**config.mk**
```make
export PLATFORM = sky130hd
export DESIGN_NAME = port_c_ctrl
export DESIGN_NICKNAME = d
export VERILOG_FILES = /design/src/ppi_pkg.sv /design/src/handshake_if.sv /design/src/handshake_group.sv /design/src/port_c_ctrl.sv
export SDC_FILE = /design/constraint.sdc
export NUM_CORES = 1
export LEC_CHECK = 0
export ABC_AREA = 1
export BUFFER_PORTS_ARGS = -buffer_cell sky130_fd_sc_hd__buf_2
export CAP_MARGIN = 10
export CORE_UTILIZATION = 59
export DETAILED_ROUTE_END_ITERATION = 6
export PLACE_DENSITY = 0.89
export SLEW_MARGIN = 20
export SYNTH_ARGS = -nofsm -noshare
export SYNTH_HDL_FRONTEND = slang
export SYNTH_SLANG_ARGS = --single-unit
```
**constraint.sdc**
```tcl
create_clock -name pclk -period 4.61 [get_ports pclk]
set_clock_uncertainty 0.2 [all_clocks]
set_input_delay 0.6915 -clock pclk [delete_from_list [all_inputs] [get_ports pclk]]
set_output_delay 0.6915 -clock pclk [all_outputs]
set_load 0.02 [all_outputs]
```
**src/ppi_pkg.sv**
```systemverilog
// Shared constants and types for the third-port handshake and bit-control block
`default_nettype none
package ppi_pkg;

	////////////////////////////////////////////////////////////////////////////
	// Register offsets (byte addresses on APB)
	localparam logic [7:0] OFF_MODE = 8'h00;
	localparam logic [7:0] OFF_PORTC = 8'h04;
	localparam logic [7:0] OFF_BITSR = 8'h08;
	localparam logic [7:0] OFF_IRQ_STAT = 8'h0C;
	localparam logic [7:0] OFF_IRQ_MASK = 8'h10;
	localparam logic [7:0] OFF_PORTA = 8'h14;
	localparam logic [7:0] OFF_PORTB = 8'h18;
	localparam int OFF_W = 8;

	////////////////////////////////////////////////////////////////////////////
	// Mode register layout, MSB first
	typedef struct packed {
		logic cl_input;     // Lower third-port nibble is input
		logic b_port_input; // Second group data port is input
		logic b_strobed;    // Second group in strobed mode
		logic cu_input;     // Upper third-port nibble is input
		logic a_port_input; // First group data port is input
		logic [1:0] a_mode; // 0 basic, 1 strobed, 2 or 3 bidirectional
	} mode_t;
	localparam int MODE_W = 7;
	localparam logic [6:0] MODE_RST = 7'h6C;
	localparam logic [1:0] A_MODE_BASIC = 2'h0;
	localparam logic [1:0] A_MODE_STROBED = 2'h1;
	localparam int A_MODE_BIDIR_BIT = 1;

	////////////////////////////////////////////////////////////////////////////
	// Third-port line positions
	localparam int PC_REQ_B = 0;
	localparam int PC_FULL_B = 1;
	localparam int PC_STROBE_ACK_B = 2;
	localparam int PC_REQ_A = 3;
	localparam int PC_STROBE_A = 4;
	localparam int PC_IN_FULL_A = 5;
	localparam int PC_ACK_A = 6;
	localparam int PC_OUT_FULL_A = 7;

	// Bit set/reset command fields
	localparam int BSR_VAL = 0;
	localparam int BSR_SEL_LO = 1;
	localparam int BSR_SEL_HI = 3;

	// Sticky event bits
	localparam int IRQ_W = 4;
	localparam int EV_REQ_A = 0;
	localparam int EV_REQ_B = 1;
	localparam int EV_FULL_A = 2;
	localparam int EV_FULL_B = 3;

	////////////////////////////////////////////////////////////////////////////
	// Bus slave states and handshake force targets
	typedef enum logic [0:0] {
		AP_IDLE = 1'h0,
		AP_DONE = 1'h1
	} apb_state_t;

	typedef enum logic [2:0] {
		FRC_NONE = 3'h0,
		FRC_REQ = 3'h1,
		FRC_IN_FULL = 3'h2,
		FRC_OUT_FULL = 3'h3,
		FRC_IE_IN = 3'h4,
		FRC_IE_OUT = 3'h5
	} frc_t;

	// Handshake group state
	typedef struct packed {
		logic input_latch_full;
		logic output_latch_full_n;
		logic service_request_out;
		logic in_irq_enable;
		logic out_irq_enable;
		logic in_cond_q;
		logic out_cond_q;
	} hs_state_t;
	localparam logic [6:0] HS_RST = 7'h20;

endpackage
`default_nettype wire
```
**src/handshake_if.sv**
```systemverilog
// Signals between the port controller and one handshake group engine
`default_nettype none
interface handshake_if;
	logic in_en;
	logic out_en;
	logic strobe_n;
	logic ack_n;
	logic rd_evt;
	logic wr_evt;
	logic clr;
	ppi_pkg::frc_t frc_sel;
	logic frc_val;
	logic input_latch_full;
	logic output_latch_full_n;
	logic service_request_out;
	logic in_irq_enable;
	logic out_irq_enable;

	modport ctrl (
		output in_en, out_en, strobe_n, ack_n, rd_evt, wr_evt, clr, frc_sel, frc_val,
		input input_latch_full, output_latch_full_n, service_request_out,
		input in_irq_enable, out_irq_enable
	);
	modport engine (
		input in_en, out_en, strobe_n, ack_n, rd_evt, wr_evt, clr, frc_sel, frc_val,
		output input_latch_full, output_latch_full_n, service_request_out,
		output in_irq_enable, out_irq_enable
	);
endinterface
`default_nettype wire

```
**src/handshake_group.sv**
```systemverilog
// Strobe/acknowledge handshake flags and service request for one port group
`default_nettype none
module handshake_group (
	input wire logic pclk,
	input wire logic presetn,
	input wire logic ce,
	handshake_if.engine hs
);

	ppi_pkg::hs_state_t st_r;
	ppi_pkg::hs_state_t st_nxt;
	logic in_cond;
	logic out_cond;

	////////////////////////////////////////////////////////////////////////////
	// Service request conditions
	assign in_cond = hs.in_en & hs.strobe_n & st_r.input_latch_full & st_r.in_irq_enable;
	assign out_cond = hs.out_en & hs.ack_n & st_r.output_latch_full_n & st_r.out_irq_enable;

	// Next state: forced values first, handshake events override them
	always_comb begin
		st_nxt = st_r;
		st_nxt.in_cond_q = in_cond;
		st_nxt.out_cond_q = out_cond;
		if (hs.clr) begin
			st_nxt = ppi_pkg::HS_RST;
		end else begin
			case (hs.frc_sel)
				ppi_pkg::FRC_REQ: st_nxt.service_request_out = hs.frc_val;
				ppi_pkg::FRC_IN_FULL: st_nxt.input_latch_full = hs.frc_val;
				ppi_pkg::FRC_OUT_FULL: st_nxt.output_latch_full_n = hs.frc_val;
				ppi_pkg::FRC_IE_IN: st_nxt.in_irq_enable = hs.frc_val;
				ppi_pkg::FRC_IE_OUT: st_nxt.out_irq_enable = hs.frc_val;
				default: st_nxt.service_request_out = st_nxt.service_request_out;
			endcase
			// Input side
			if (hs.in_en) begin
				if (hs.rd_evt) begin
					st_nxt.input_latch_full = 1'b0;
					st_nxt.service_request_out = 1'b0;
				end
				if (!hs.strobe_n) begin
					st_nxt.input_latch_full = 1'b1;
				end
			end
			// Output side
			if (hs.out_en) begin
				if (!hs.ack_n) begin
					st_nxt.output_latch_full_n = 1'b1;
				end
				if (hs.wr_evt) begin
					st_nxt.output_latch_full_n = 1'b0;
					st_nxt.service_request_out = 1'b0;
				end
			end
			// Rising condition sets the request; a set wins over a clear
			if ((in_cond & !st_r.in_cond_q) | (out_cond & !st_r.out_cond_q)) begin
				st_nxt.service_request_out = 1'b1;
			end
		end
	end

	// State register, frozen while ce is low
	always_ff @(posedge pclk or negedge presetn) begin
		if (!presetn) begin
			st_r <= ppi_pkg::HS_RST;
		end else if (ce) begin
			st_r <= st_nxt;
		end
	end

	// Flag outputs
	assign hs.input_latch_full = st_r.input_latch_full;
	assign hs.output_latch_full_n = st_r.output_latch_full_n;
	assign hs.service_request_out = st_r.service_request_out;
	assign hs.in_irq_enable = st_r.in_irq_enable;
	assign hs.out_irq_enable = st_r.out_irq_enable;

endmodule
`default_nettype wire

```
**src/port_c_ctrl.sv**
```systemverilog
// Third-port status, whole-port write and bit set/reset control with APB access
//
// Decided for this implementation: the APB interface to the registers and the placing of the registers.
`default_nettype none
module port_c_ctrl #(
	parameter int ADDR_W = 8
) (
	input wire logic pclk,
	input wire logic presetn,
	input wire logic ce,
	input wire logic [ADDR_W-1:0] paddr,
	input wire logic psel,
	input wire logic penable,
	input wire logic pwrite,
	input wire logic [31:0] pwdata,
	output logic [31:0] prdata,
	output logic pready,
	output logic pslverr,
	input wire logic [7:0] pa_in,
	output logic [7:0] pa_out,
	output logic [7:0] pa_oe_n,
	input wire logic [7:0] pb_in,
	output logic [7:0] pb_out,
	output logic [7:0] pb_oe_n,
	input wire logic [7:0] pc_in,
	output logic [7:0] pc_out,
	output logic [7:0] pc_oe_n,
	output logic irq
);

	if (ADDR_W < ppi_pkg::OFF_W) begin : g_bad_addr_w
		$error("ADDR_W too small for the register map");
	end

	localparam int GA = 0;
	localparam int GB = 1;

	typedef struct packed {
		ppi_pkg::apb_state_t ap;
		logic pready;
		logic pslverr;
		logic [31:0] prdata;
		ppi_pkg::mode_t mode;
		logic [7:0] pc_latch;
		logic [7:0] pa_latch;
		logic [7:0] pb_latch;
		logic [7:0] pa_cap;
		logic [7:0] pb_cap;
		logic [7:0] pa_out;
		logic [7:0] pa_oe_n;
		logic [7:0] pb_out;
		logic [7:0] pb_oe_n;
		logic [7:0] pc_out;
		logic [7:0] pc_oe_n;
		logic [ppi_pkg::IRQ_W-1:0] irq_stat;
		logic [ppi_pkg::IRQ_W-1:0] irq_mask;
		logic [ppi_pkg::IRQ_W-1:0] ev_q;
		logic irq;
	} ctrl_state_t;

	ctrl_state_t st_r;
	ctrl_state_t st_nxt;

	handshake_if hs[2] ();

	////////////////////////////////////////////////////////////////////////////
	// Handshake group engines
	for (genvar g = 0; g < 2; g++) begin : g_grp
		handshake_group u_grp (
			.pclk(pclk),
			.presetn(presetn),
			.ce(ce),
			.hs(hs[g])
		);
	end

	////////////////////////////////////////////////////////////////////////////
	// Decode of mode, bus commit and line ownership
	logic a_bidir;
	logic a_strobed;
	logic a_basic;
	logic b_basic;
	logic a_in_en;
	logic a_out_en;
	logic b_in_en;
	logic b_out_en;
	logic commit;
	logic wr_c;
	logic rd_c;
	logic [7:0] off;
	logic [7:0] hs_out;
	logic [7:0] hs_in;
	logic [7:0] hs_val;
	logic [7:0] flag;
	logic [7:0] basic_out;
	logic [7:0] wmask;
	logic [7:0] pc_read;
	logic [2:0] bsr_sel;
	logic bsr_val;
	logic bsr_c;
	logic [ppi_pkg::IRQ_W-1:0] ev_now;

	assign a_bidir = st_r.mode.a_mode[ppi_pkg::A_MODE_BIDIR_BIT];
	assign a_strobed = (st_r.mode.a_mode == ppi_pkg::A_MODE_STROBED);
	assign a_basic = (st_r.mode.a_mode == ppi_pkg::A_MODE_BASIC);
	assign b_basic = !st_r.mode.b_strobed;
	assign a_in_en = a_bidir | (a_strobed & st_r.mode.a_port_input);
	assign a_out_en = a_bidir | (a_strobed & !st_r.mode.a_port_input);
	assign b_in_en = st_r.mode.b_strobed & st_r.mode.b_port_input;
	assign b_out_en = st_r.mode.b_strobed & !st_r.mode.b_port_input;
	assign commit = (st_r.ap == ppi_pkg::AP_DONE) & psel & penable;
	assign wr_c = commit & pwrite;
	assign rd_c = commit & !pwrite;
	assign off = paddr[ppi_pkg::OFF_W-1:0];
	assign bsr_c = wr_c & (off == ppi_pkg::OFF_BITSR);
	assign bsr_sel = pwdata[ppi_pkg::BSR_SEL_HI:ppi_pkg::BSR_SEL_LO];
	assign bsr_val = pwdata[ppi_pkg::BSR_VAL];

	// Lines claimed by handshake functions
	always_comb begin
		hs_out = 8'h00;
		hs_in = 8'h00;
		hs_out[ppi_pkg::PC_REQ_B] = st_r.mode.b_strobed;
		hs_out[ppi_pkg::PC_FULL_B] = st_r.mode.b_strobed;
		hs_in[ppi_pkg::PC_STROBE_ACK_B] = st_r.mode.b_strobed;
		hs_out[ppi_pkg::PC_REQ_A] = !a_basic;
		hs_out[ppi_pkg::PC_IN_FULL_A] = a_in_en;
		hs_in[ppi_pkg::PC_STROBE_A] = a_in_en;
		hs_out[ppi_pkg::PC_OUT_FULL_A] = a_out_en;
		hs_in[ppi_pkg::PC_ACK_A] = a_out_en;
		hs_val = 8'h00;
		hs_val[ppi_pkg::PC_REQ_B] = hs[GB].service_request_out;
		hs_val[ppi_pkg::PC_FULL_B] = st_r.mode.b_port_input ? hs[GB].input_latch_full
			: hs[GB].output_latch_full_n;
		hs_val[ppi_pkg::PC_REQ_A] = hs[GA].service_request_out;
		hs_val[ppi_pkg::PC_IN_FULL_A] = hs[GA].input_latch_full;
		hs_val[ppi_pkg::PC_OUT_FULL_A] = hs[GA].output_latch_full_n;
		flag = 8'h00;
		flag[ppi_pkg::PC_STROBE_ACK_B] = st_r.mode.b_port_input ? hs[GB].in_irq_enable
			: hs[GB].out_irq_enable;
		flag[ppi_pkg::PC_STROBE_A] = hs[GA].in_irq_enable;
		flag[ppi_pkg::PC_ACK_A] = hs[GA].out_irq_enable;
	end

	// Basic lines take their direction from the mode register
	assign basic_out = {{4{!st_r.mode.cu_input}}, {4{!st_r.mode.cl_input}}} & ~hs_out & ~hs_in;
	// Only basic-group outputs accept a whole-port write
	assign wmask = basic_out & {{4{a_basic}}, a_basic & b_basic, {3{b_basic}}};
	// Live lines, with flag status at strobe/acknowledge positions
	assign pc_read = (hs_in & flag)
		| (~hs_in & ((~st_r.pc_oe_n & st_r.pc_out) | (st_r.pc_oe_n & pc_in)));

	////////////////////////////////////////////////////////////////////////////
	// Requests to the handshake engines
	always_comb begin
		hs[GA].in_en = a_in_en;
		hs[GA].out_en = a_out_en;
		hs[GA].strobe_n = pc_in[ppi_pkg::PC_STROBE_A];
		hs[GA].ack_n = pc_in[ppi_pkg::PC_ACK_A];
		hs[GA].rd_evt = rd_c & (off == ppi_pkg::OFF_PORTA);
		hs[GA].wr_evt = wr_c & (off == ppi_pkg::OFF_PORTA);
		hs[GA].clr = wr_c & (off == ppi_pkg::OFF_MODE);
		hs[GA].frc_val = bsr_val;
		hs[GA].frc_sel = ppi_pkg::FRC_NONE;
		hs[GB].in_en = b_in_en;
		hs[GB].out_en = b_out_en;
		hs[GB].strobe_n = pc_in[ppi_pkg::PC_STROBE_ACK_B];
		hs[GB].ack_n = pc_in[ppi_pkg::PC_STROBE_ACK_B];
		hs[GB].rd_evt = rd_c & (off == ppi_pkg::OFF_PORTB);
		hs[GB].wr_evt = wr_c & (off == ppi_pkg::OFF_PORTB);
		hs[GB].clr = hs[GA].clr;
		hs[GB].frc_val = bsr_val;
		hs[GB].frc_sel = ppi_pkg::FRC_NONE;
		// Bit command on a claimed line goes to the owning engine
		if (bsr_c & (hs_in[bsr_sel] | hs_out[bsr_sel])) begin
			case (bsr_sel)
				3'(ppi_pkg::PC_REQ_B): hs[GB].frc_sel = ppi_pkg::FRC_REQ;
				3'(ppi_pkg::PC_FULL_B): hs[GB].frc_sel = st_r.mode.b_port_input
					? ppi_pkg::FRC_IN_FULL : ppi_pkg::FRC_OUT_FULL;
				3'(ppi_pkg::PC_STROBE_ACK_B): hs[GB].frc_sel = st_r.mode.b_port_input
					? ppi_pkg::FRC_IE_IN : ppi_pkg::FRC_IE_OUT;
				3'(ppi_pkg::PC_REQ_A): hs[GA].frc_sel = ppi_pkg::FRC_REQ;
				3'(ppi_pkg::PC_STROBE_A): hs[GA].frc_sel = ppi_pkg::FRC_IE_IN;
				3'(ppi_pkg::PC_IN_FULL_A): hs[GA].frc_sel = ppi_pkg::FRC_IN_FULL;
				3'(ppi_pkg::PC_ACK_A): hs[GA].frc_sel = ppi_pkg::FRC_IE_OUT;
				3'(ppi_pkg::PC_OUT_FULL_A): hs[GA].frc_sel = ppi_pkg::FRC_OUT_FULL;
				default: hs[GA].frc_sel = ppi_pkg::FRC_NONE;
			endcase
		end
	end

	// Event sources for the sticky status bits
	assign ev_now = {hs[GB].input_latch_full, hs[GA].input_latch_full,
		hs[GB].service_request_out, hs[GA].service_request_out};

	////////////////////////////////////////////////////////////////////////////
	// Next state: bus slave, latches, pins and interrupt
	always_comb begin
		st_nxt = st_r;
		st_nxt.ev_q = ev_now;
		// Bus slave: one wait state, answer from a flop
		case (st_r.ap)
			ppi_pkg::AP_IDLE: begin
				if (psel & penable) begin
					st_nxt.ap = ppi_pkg::AP_DONE;
					st_nxt.pready = 1'b1;
					st_nxt.pslverr = 1'b0;
					st_nxt.prdata = 32'h0000_0000;
					case (off)
						ppi_pkg::OFF_MODE: st_nxt.prdata = 32'(st_r.mode);
						ppi_pkg::OFF_PORTC: st_nxt.prdata = 32'(pc_read);
						ppi_pkg::OFF_BITSR: st_nxt.prdata = 32'h0000_0000;
						ppi_pkg::OFF_IRQ_STAT: st_nxt.prdata = 32'(st_r.irq_stat);
						ppi_pkg::OFF_IRQ_MASK: st_nxt.prdata = 32'(st_r.irq_mask);
						ppi_pkg::OFF_PORTA: st_nxt.prdata = 32'(a_in_en ? st_r.pa_cap
							: ((a_basic & st_r.mode.a_port_input) ? pa_in : st_r.pa_latch));
						ppi_pkg::OFF_PORTB: st_nxt.prdata = 32'(b_in_en ? st_r.pb_cap
							: ((b_basic & st_r.mode.b_port_input) ? pb_in : st_r.pb_latch));
						default: st_nxt.pslverr = 1'b1;
					endcase
				end
			end
			ppi_pkg::AP_DONE: begin
				st_nxt.ap = ppi_pkg::AP_IDLE;
				st_nxt.pready = 1'b0;
				st_nxt.pslverr = 1'b0;
			end
			default: st_nxt.ap = ppi_pkg::AP_IDLE;
		endcase
		// Register writes take effect at the completing edge
		if (wr_c) begin
			case (off)
				ppi_pkg::OFF_MODE: begin
					st_nxt.mode = ppi_pkg::mode_t'(pwdata[ppi_pkg::MODE_W-1:0]);
					st_nxt.pc_latch = 8'h00;
				end
				ppi_pkg::OFF_PORTC: st_nxt.pc_latch = (st_r.pc_latch & ~wmask)
					| (pwdata[7:0] & wmask);
				ppi_pkg::OFF_IRQ_MASK: st_nxt.irq_mask = pwdata[ppi_pkg::IRQ_W-1:0];
				ppi_pkg::OFF_IRQ_STAT: st_nxt.irq_stat = st_r.irq_stat
					& ~pwdata[ppi_pkg::IRQ_W-1:0];
				ppi_pkg::OFF_PORTA: st_nxt.pa_latch = pwdata[7:0];
				ppi_pkg::OFF_PORTB: st_nxt.pb_latch = pwdata[7:0];
				default: st_nxt.pc_latch = st_nxt.pc_latch;
			endcase
		end
		// Bit command on a free output line; input lines stay as they are
		if (bsr_c & basic_out[bsr_sel]) begin
			st_nxt.pc_latch[bsr_sel] = bsr_val;
		end
		// Strobed input capture while the strobe is low
		if (a_in_en & !pc_in[ppi_pkg::PC_STROBE_A]) begin
			st_nxt.pa_cap = pa_in;
		end
		if (b_in_en & !pc_in[ppi_pkg::PC_STROBE_ACK_B]) begin
			st_nxt.pb_cap = pb_in;
		end
		// Pin drive
		st_nxt.pc_out = (hs_out & hs_val) | (~hs_out & st_nxt.pc_latch);
		st_nxt.pc_oe_n = ~(hs_out | basic_out);
		st_nxt.pa_out = st_nxt.pa_latch;
		st_nxt.pa_oe_n = a_bidir ? {8{pc_in[ppi_pkg::PC_ACK_A]}}
			: {8{st_r.mode.a_port_input}};
		st_nxt.pb_out = st_nxt.pb_latch;
		st_nxt.pb_oe_n = {8{st_r.mode.b_port_input}};
		// Sticky events; a new event wins over a clear
		st_nxt.irq_stat = st_nxt.irq_stat | (ev_now & ~st_r.ev_q);
		st_nxt.irq = |(st_nxt.irq_stat & st_nxt.irq_mask);
	end

	// State register, frozen while ce is low
	always_ff @(posedge pclk or negedge presetn) begin
		if (!presetn) begin
			st_r <= '{ap: ppi_pkg::AP_IDLE, mode: ppi_pkg::MODE_RST, pc_oe_n: 8'hFF,
				pa_oe_n: 8'hFF, pb_oe_n: 8'hFF, default: '0};
		end else if (ce) begin
			st_r <= st_nxt;
		end
	end

	////////////////////////////////////////////////////////////////////////////
	// Outputs straight from the state register
	assign prdata = st_r.prdata;
	assign pready = st_r.pready;
	assign pslverr = st_r.pslverr;
	assign pa_out = st_r.pa_out;
	assign pa_oe_n = st_r.pa_oe_n;
	assign pb_out = st_r.pb_out;
	assign pb_oe_n = st_r.pb_oe_n;
	assign pc_out = st_r.pc_out;
	assign pc_oe_n = st_r.pc_oe_n;
	assign irq = st_r.irq;

endmodule
`default_nettype wire

```
### Word level (Yosys, flattened, before mapping)

Cells that the tools add are included.

* output and inout bits: 83
* register bits: 134

* eq/ne operators: 25
* bitwise operators: 71
* reductions and logical operators: 34
* order comparisons: 2
* muxes and demuxes: 66

Operators with widths (number)
* bitwise AND 8 bit: 10
* 2-to-1 mux 8 bit: 9
* case mux 8 bit (6 select lines): 1
* bitwise AND 1 bit: 38
* 2-to-1 mux 35 bit: 1
* 2-to-1 mux 1 bit: 33
* NOT 8 bit: 4
* bitwise OR 8 bit: 4
* == test 3 bit (second input constant): 8
* == test 8 x 5 -> 1 bit (second input constant): 3
* 2-to-1 mux 24 bit: 1
* == test 3 x 2 -> 1 bit (second input constant): 6
* == test 8 x 4 -> 1 bit (second input constant): 2
* case mux 8 bit (2 select lines): 1
* case mux 3 bit (5 select lines): 1
* AND reduction 2 bit: 7
* logical NOT 1 bit: 13
* bitwise AND 4 bit: 3
* 2-to-1 mux 2 bit: 6
* AND reduction 3 bit: 4
* 2-to-1 mux 5 bit: 2
* binary-select mux 1 bit (select 3 bit): 3
* == test 3 x 1 -> 1 bit (second input constant): 3
* case mux 3 bit (3 select lines): 1
* 24 further kinds: 34

### Longest topological paths before layout

Gate-level depths: netlist of run 1.

* word-level depth: 16
* mapped depth: 14
* gate-level depth less buffers: 14

### By module

Synthesis of run 1 repeated with hierarchy kept, for this count alone.

* cells, all modules: 874
* area total of the unflattened synthesis: 6322.3 µm²

Modules (own cells, without submodules)
* port_c_ctrl: cells an instance 728, seq. area each 2143.3 µm², area each 5358.9 µm², instances 1
* handshake_group: cells an instance 73, seq. area each 176.4 µm², area each 481.7 µm², instances 2

### Least setup slack after synthesis of run 1

Ideal clock, no wire load.

* path kind: input to register
* start point: input port paddr[0]
* end point: register st_r, in the netlist pc_out[5]
* slack: 2.542 ns
* cell stages on the path: 13
* buffers on the path: 1
* arrival: 1.749 ns
* cell sequence: inv_1 > nand2_2 > inv_2 > nand3_4 > nor2_4 > nand2_2 > nor2_2 > nand2_2 > inv_4 > buf_8 > nand3_1 > nand4_1 > nand2_1

* cells in the longest elaborated chain, start to end: 7
* elaborated cells on any way between the ends: 11
* those cells by class: eq/ne (2); mux (4); bitwise (4); reduce/logical (1)

RTL lines
* from (decl): line port_c_ctrl.sv:11 `input wire logic [ADDR_W-1:0] paddr,`
* == test 8 x 3 -> 1 bit or logical NOT 8 bit (tied branches): line port_c_ctrl.sv:232 `case (off)`
* case mux 8 bit (2 select lines): line port_c_ctrl.sv:232
* 2-to-1 mux 24 bit: line port_c_ctrl.sv:231 `if (wr_c) begin`
* bitwise mux 8 bit: line port_c_ctrl.sv:249 `st_nxt.pc_latch[bsr_sel] = bsr_val;`
* 2-to-1 mux 8 bit (*): line port_c_ctrl.sv:248 `if (bsr_c & basic_out[bsr_sel]) begin`
* bitwise AND 8 bit (*): line port_c_ctrl.sv:259 `st_nxt.pc_out = (hs_out & hs_val) | (~hs_out & st_nxt.pc_latch);`
* bitwise OR 8 bit (*): line port_c_ctrl.sv:259
* to (signal assigned): line port_c_ctrl.sv:274 `st_r <= '{ap: ppi_pkg::AP_IDLE, mode: ppi_pkg::MODE_RST, pc_oe_n: 8'hFF,`
* to (signal assigned): line port_c_ctrl.sv:277 `st_r <= st_nxt;`
* to (decl): line port_c_ctrl.sv:61 `ctrl_state_t st_r;`

Mark *: on every way between the ends. The rest lies on a longest branch, timed or not. The select of a mux whose other input is x is not followed.
A chain may end at the register's enable or synchronous reset.

### Worst setup path in the final report of run 1

* start point: register st_r[101] (netlist bit)
* end point: register st_r, in the netlist prdata[6]

* cells in the longest elaborated chain, start to end: 7
* elaborated cells on any way between the ends: 14
* those cells by class: eq/ne (1); mux (3); bitwise (9); reduce/logical (1)

RTL lines
* == test 2 x 1 -> 1 bit: line port_c_ctrl.sv:104 `assign a_strobed = (st_r.mode.a_mode == ppi_pkg::A_MODE_STROBED);`
* bitwise AND 1 bit: line port_c_ctrl.sv:108 `assign a_out_en = a_bidir | (a_strobed & !st_r.mode.a_port_input);`
* bitwise OR 1 bit: line port_c_ctrl.sv:108
* NOT 7 -> 8 bit: line port_c_ctrl.sv:151 `| (~hs_in & ((~st_r.pc_oe_n & st_r.pc_out) | (st_r.pc_oe_n & pc_in)));`
* bitwise AND 8 bit: line port_c_ctrl.sv:151
* bitwise OR 7 x 8 -> 8 bit: line port_c_ctrl.sv:151
* case mux 8 bit (6 select lines) (*): line port_c_ctrl.sv:209 `case (off)`

Mark *: on every way between the ends. The rest lies on a longest branch, timed or not.

==> impl_metrics.yaml, run 1 <==
die:
  ioPinCount: 153
  dieHeight_um: 105.6
  dieArea_um2: 11150
  start_util: 0.6106
  rows: 37
  dieWidth_um: 105.6
  core_region_area_um2: 10370
cts:
  htree_levels: 3
  cts_tree: "built"
  root_buffer: "clkbuf_8"
  path_clk_slew_ns: 0.10
  clock_path_buffers: 2
  ctsResizeCount: 0
  cts_setup_buffers: 0
  cts_buffers: 9
  hold_buffers: 0
  clock-sinks: 99
  insertion_delay_ns: 0.37
critical_path:
  rr_worst_depth: 7
  path_cells: "a21oi_2 > inv_1 > nor2_1 > o221ai_1 > o21ai_0 > nor3_1 > nor2_1"
  crit_top_cell: "nor2_1"
  cp.arrival_ns: 2.71
  worst-r2r-setup-slack_ns: 2.01
  cp_slowest_cell: "a21oi_2"
  r2r_start: "st_r[101]$_DFFE_PN0P_"
  cp-start-kind: "flop"
  required_ns: 4.71
  crit_type: "flop to flop"
  cp-end-kind: "flop"
  path_buf_inv: 1
  critPathMaxStageDelay_ns: 0.59
  r2r_end: "prdata[6]$_DFFE_PN0P_"
  path_delay_family: "compound AO/OA/AOI/OAI gates"
  crit_fanout: 11
cells_and_area:
  fillers: 907
  layout.nets: 936
  diodes: 0
  multiInputGateArea_um2: 2831
  layout-drive-gt1-share: 0.2411
  fin_area_um2: 6583
  ff_latch_area_um2: 2496
  areaGrowthSynthToFinish_pct: 3.952
place:
  place_congestion: 0.9431
  hpwl_mm: 12.35
  io_buffers: 104
  placed_cell_area_um2: 6391
synth:
  ys_seq_area_frac: 0.3942
  synth.distinct_cells: 52
  synth_cells: 829
  synth_flop_cell: "dfrtp_1"
  synth_edf_count: 0
  synth_fa_ha_area_frac: 0
  synth.area.mux_share: 0.02648
  synth_area_um2: 6332
  synthXorXnorAreaFrac: 0
  yosys.area_share.simple: 0.2598
  syn_avg_cell_area_um2: 7.639
  synth-seq-cells: 99
  yosysWarningCount: 0
  synthArstFlopShare: 1.000
  synth_compound_area_frac: 0.1466
  synth_top_family_by_area: "simple AND/OR/NAND/NOR gates"
timing:
  max_freq_mhz: 384.4
  period_minus_slack_ns: 2.601
  slew_headroom: 0.4418
  final_hold_viol_count: 0
  worst_slew_pin_slew_ns: 0.8373
  slew_viol_final: 0
  finalSetupTns_ns: 0
  setup_viol: 0
  period_share: 0.5643
  grt_setup_unrepaired: "no"
global_routing:
  grt_max_degree: 65
  groute.usage.overall: 0.3135
  grt_pass1_wl_mm: 26.85
  grt_pass1_vias: 5336
  grt.overflow.total: 0
  antenna_found_initial: 0
power_and_ir_drop:
  irDropWorstVdd_mv: 0.2127
  pwr_density_cell_nw_per_um2: 290.4
  leakage_nw: 3.269
route:
  dr.pass1.iters: 6
  routedWlPerCell_um: 16.67
  drt_iter0_drc: 601
  wirelength_mm: 16.79
  via_per_inst: 5.716
  drc_errors: 0
  num_vias: 5756
  detail-route-antenna-nets: 0
run:
  drv_cap: 0
worst_hold_path:
  hp-class: "input port to async pin"
outcome:
  status: "finished clean"
==> kinds of logic (layout without fill, tap and decap cells) <==
family | count (synthesis) | after routing
compound gates | 155 | 155
other cells | 1 | 24
simple gates | 363 | 363
mux | 15 | 15
flops | 99 | 99
buf+inv | 196 | 215
==> where the power goes <==
group / internal, W / leakage, nW / switching, W
Clock: 0.000251 / 0.0927 / 0.000310
Sequential: 0.000943 / 1.18 / 0.0000465
Combinational: 0.000117 / 2.00 / 0.000244
Total: 0.00131 / 3.27 / 0.000600
==> Yosys cell counts, drive strengths merged (2+ instances only) <==
cell type | count | share of area
a21oi | 31 | 0.027
nand3 | 48 | 0.042
o21a | 2 | 0.0024
mux2 | 14 | 0.025
nand2 | 217 | 0.14
a31oi | 3 | 0.0030
nor3 | 6 | 0.0073
o221ai | 7 | 0.0097
nor2 | 77 | 0.057
o22ai | 6 | 0.0059
dfrtp | 84 | 0.33
o211ai | 11 | 0.015
dfstp | 15 | 0.062
a41oi | 2 | 0.0028
o21ai | 82 | 0.066
a221oi | 2 | 0.0028
buf | 99 | 0.11
clkbuf | 5 | 0.0030
nand4 | 12 | 0.012
inv | 91 | 0.054
a22oi | 4 | 0.0047
==> state kept, by name (all words and copies together) (netlist names) <==
register	flops
st_r	41
g_grp.u_grp.hs.in_irq_enable	2
prdata	8
pb_oe_n	1
pready	1
g_grp.u_grp.hs.out_irq_enable	2
a_bidir	1
g_grp.u_grp.hs.input_latch_full	2
g_grp.u_grp.st_r	4
irq	1
pc_out	5
pc_oe_n	7
g_grp.u_grp.hs.output_latch_full_n	2
pa_out	8
pslverr	1
hs_in	1
pa_oe_n	1
g_grp.u_grp.hs.service_request_out	2
pb_out	8
st_nxt	1
==> how the worst max path moves through the flow <==
stage	start	end	slack (ns)	cells past startpoint
final	st_r[101]$_DFFE_PN0P_	prdata[6]$_DFFE_PN0P_	2.01	7
after global routing	st_r[101]$_DFFE_PN0P_	prdata[6]$_DFFE_PN0P_	1.97	7
after CTS	st_r[101]$_DFFE_PN0P_	prdata[6]$_DFFE_PN0P_	2.17	7
after detailed placement	ce	prdata[4]$_DFFE_PN0P_	1.85	8
after global placement	ce	prdata[4]$_DFFE_PN0P_	1.91	8
after floorplan	paddr[0]	pc_out[5]$_DFFE_PN0P_	2.54	13
==> layer usage <==
metal	wire, um	track usage
met4	819	0.1647
met2	7581	0.4859
met5	0	0
met1	6514	0.4064
met3	1875	0.07792
==> cells in the final DEF (no fill, tap or decap), types with 2 or more instances in the layout <==
cell type / Yosys / routed
a21oi_1: 29 / 29
a221oi_1: 2 / 2
a22oi_1: 4 / 4
a31oi_1: 3 / 3
a41oi_1: 2 / 2
buf_2: 9 / 103
buf_4: 84 / 4
clkbuf_8: 0 / 9
clkinv_2: 0 / 2
clkinvlp_4: 0 / 2
conb_1: 1 / 24
dfrtp_1: 84 / 84
dfstp_2: 15 / 15
inv_1: 76 / 76
inv_2: 14 / 14
mux2_1: 2 / 2
mux2_2: 12 / 12
nand2_1: 200 / 200
nand2_2: 13 / 13
nand2_4: 4 / 4
nand3_1: 44 / 44
nand3_2: 3 / 3
nand4_1: 12 / 12
nor2_1: 63 / 63
nor2_2: 7 / 7
nor2_4: 7 / 7
nor3_1: 4 / 4
o211ai_1: 8 / 8
o211ai_2: 3 / 3
o21a_1: 2 / 2
o21ai_0: 69 / 69
o21ai_1: 11 / 11
o21ai_2: 2 / 2
o221ai_1: 7 / 7
o22ai_1: 6 / 6
==> metrics by stage <==
stage                     utilization  hold WS, ns  std cells  setup WS (ns)  power [W]
after global placement         0.6163       0.2525        991          1.908   0.001348
after global routing           0.6348       0.2627       1007          1.971   0.002000
after detailed placement       0.6163       0.2616        991          1.855   0.001359
final                          0.6348       0.2020       1007          2.009   0.001911
after CTS                      0.6348       0.2474       1007          2.167   0.001905
after floorplan                     -       0.1959        852          2.542   0.001287
==> cell type report <==
type,count,share of cell area
Clock buffer,10,0.01939
Sequential cell,99,0.3792
Timing Repair Buffer,107,0.08287
Inverter,92,0.05284
Tap cell,136,0.02585
Multi-Input combinational cell,557,0.4301
Clock inverter,6,0.009694
Power figures use the tool's default switching activity.
==> run 2, diff against run 1 <==
--- a/config.mk
+++ b/config.mk
@@ -8,9 +8,9 @@
 export ABC_AREA = 1
 export BUFFER_PORTS_ARGS = -buffer_cell sky130_fd_sc_hd__buf_2
 export CAP_MARGIN = 10
-export CORE_UTILIZATION = 59
+export CORE_UTILIZATION = 49
 export DETAILED_ROUTE_END_ITERATION = 6
-export PLACE_DENSITY = 0.89
+export PLACE_DENSITY = 0.79
 export SLEW_MARGIN = 20
 export SYNTH_ARGS = -nofsm -noshare
 export SYNTH_HDL_FRONTEND = slang
==> constraint.sdc (replaced) <==
create_clock -name pclk -period 2.28 [get_ports pclk]
set_clock_uncertainty 0.2 [all_clocks]
set_input_delay 0.342 -clock pclk [delete_from_list [all_inputs] [get_ports pclk]]
set_output_delay 0.342 -clock pclk [all_outputs]
set_load 0.02 [all_outputs]
==> run 2 against run 1 <==
Net effect: sequential cell count is the same; hold slack lost 0.19 ns; clock-buffer cell count unchanged; total power is 120% higher; non-clock buffer count grew 27; die area rose by 20%; fmax grew 18%; worst setup slack lost 1.9 ns; largest cell class unchanged.
==> impl_metrics.yaml, run 2 (same netlist as run 1, synthesis figures left out) <==
outcome:
  status: "finished clean"
timing:
  period_share: 0.9652
  slew_viol_final: 0
  setup_viol: 0
  hold_ws_ns: 0.01333
  finalSetupTns_ns: 0
  max_freq_mhz: 454.4
  grt_setup_unrepaired: "no"
  period_minus_slack_ns: 2.201
  worst_slew_pin_slew_ns: 0.5272
  final_hold_viol_count: 0
  slew_headroom: 0.6472
place:
  place_congestion: 0.9692
  io_buffers: 104
  hpwl_mm: 13.63
critical_path:
  r2r_start: "st_nxt[29]$_DFFE_PN1P_"
  critPathCapture: "st_r[62]$_DFFE_PN0P_"
  crit_fanout: 10
  crit_type: "flop to flop"
  required_ns: 2.32
  startpoint: "st_nxt[29]$_DFFE_PN1P_"
  rr_worst_depth: 4
  cp-end-kind: "flop"
  cp.arrival_ns: 2.24
  r2r_end: "st_r[62]$_DFFE_PN0P_"
  cp-start-kind: "flop"
  worst-r2r-setup-slack_ns: 0.08
die:
  ioPinCount: 153
  dieHeight_um: 115.7
  dieWidth_um: 115.7
  dieArea_um2: 13380
  rows: 41
  core_region_area_um2: 12620
  start_util: 0.5018
global_routing:
  grt_max_degree: 44
  groute.usage.overall: 0.2834
  grt.overflow.total: 0
  grt_pass1_wl_mm: 28.29
  antenna_found_initial: 0
  grt_pass1_vias: 5370
cells_and_area:
  final_common_cell: "nand2_1"
  ff_latch_area_um2: 2496
  multiInputGateArea_um2: 2831
  layout.nets: 963
  layout_common_cells: "nand2_1 (200), buf_2 (103), dfrtp_1 (84), inv_1 (76), o21ai_0 (69)"
  areaGrowthSynthToFinish_pct: 9.385
  diodes: 0
  top_register: "st_r"
  fillers: 1181
  layout-drive-gt1-share: 0.2628
  largest_reg_flops: 41
cts:
  cts_tree: "built"
  cts_buffers: 9
  clock-sinks: 99
  htree_levels: 3
  insertion_delay_ns: 0.36
  cts_setup_buffers: 0
  path_clk_slew_ns: 0.07
  root_buffer: "clkbuf_16"
  clock_path_buffers: 2
route:
  wirelength_mm: 17.91
  num_vias: 5837
  detail-route-antenna-nets: 0
  routedWlPerCell_um: 16.74
  via_per_inst: 5.455
  dr.pass1.iters: 5
  drt_iter0_drc: 669
  drc_errors: 0
run:
  drv_cap: 0
power_and_ir_drop:
  irDropWorstVdd_mv: 0.3727
  pwr_density_cell_nw_per_um2: 604.3
  leakage_nw: 3.445
worst_hold_path:
  hp-class: "input port to flop"
-- run 2: area by class of cell --
class                      instances  area share
sequential                        99      0.3604
tap                              172     0.03107
clock inverter                     6    0.005961
inverter                          92     0.05058
timing repair buffer             134      0.1102
multi-input combinational        557      0.4088
clock buffer                      10     0.03306
-- run 2: worst min path at each step --
| stage | startpoint | to | slack [ns] | cells past startpoint |
|---|---|---|---|---|
| 4_1_cts | pa_in[5] | st_r[74]$_DFFE_PN0P_ | 0.008 | 2 |
| 2_1_floorplan | presetn | a_bidir$_DFFE_PN0P_ | -0.15 | 0 |
| 6_report | pa_in[5] | st_r[74]$_DFFE_PN0P_ | 0.01 | 2 |
| 3_5_place_dp | presetn | pb_out[5]$_DFFE_PN0P_ | 0.10 | 1 |
| 5_1_grt | pa_in[5] | st_r[74]$_DFFE_PN0P_ | 0.03 | 2 |
| 3_3_place_gp | presetn | st_r[66]$_DFFE_PN0P_ | 0.10 | 1 |
-- run 2: what timing repair did --
action	4_1_cts	5_1_grt
hold buffers	1	0
resized for setup	0	1
endpoints found under the hold margin	28	0
setup endpoints to repair	0	1
-- run 2: through the flow --
stage | std cells | utilization | power [W] | instance area [um^2] | setup slack [ns]
after floorplan | 852 | - | 0.002602 | 6419 | 0.4602
after global placement | 1053 | 0.5265 | 0.002751 | 6644 | 0.1046
after detailed placement | 1053 | 0.5265 | 0.002771 | 6644 | 0.1003
after CTS | 1070 | 0.5487 | 0.004192 | 6924 | 0.1429
after global routing | 1070 | 0.5489 | 0.004375 | 6927 | 0.0002847
final | 1070 | 0.5489 | 0.004186 | 6927 | 0.07926
-- run 2: routing by layer --
metal / track usage / share of wire / vias to the layer above
li1: - / - / 2729
met1: 0.3715 / 0.41 / 2720
met2: 0.4475 / 0.46 / 327
met3: 0.05021 / 0.085 / 61
met4: 0.1530 / 0.047 / 0
met5: 0 / 0 / -
-- run 2: worst max-delay path, cell delays in order (launching register included) --
cell and delay, ns:
dfstp_2 0.64, nand2_1 0.27, nor2_1 0.25, nand2_1 0.33
mux2_2 0.39
-- run 2: report_power, final --
part	leakage (nW)	switching [W]	internal, W	total [W]
Sequential	1.18	0.0000960	0.00191	0.00200
Clock	0.137	0.000692	0.000742	0.00143
Combinational	2.13	0.000499	0.000248	0.000747
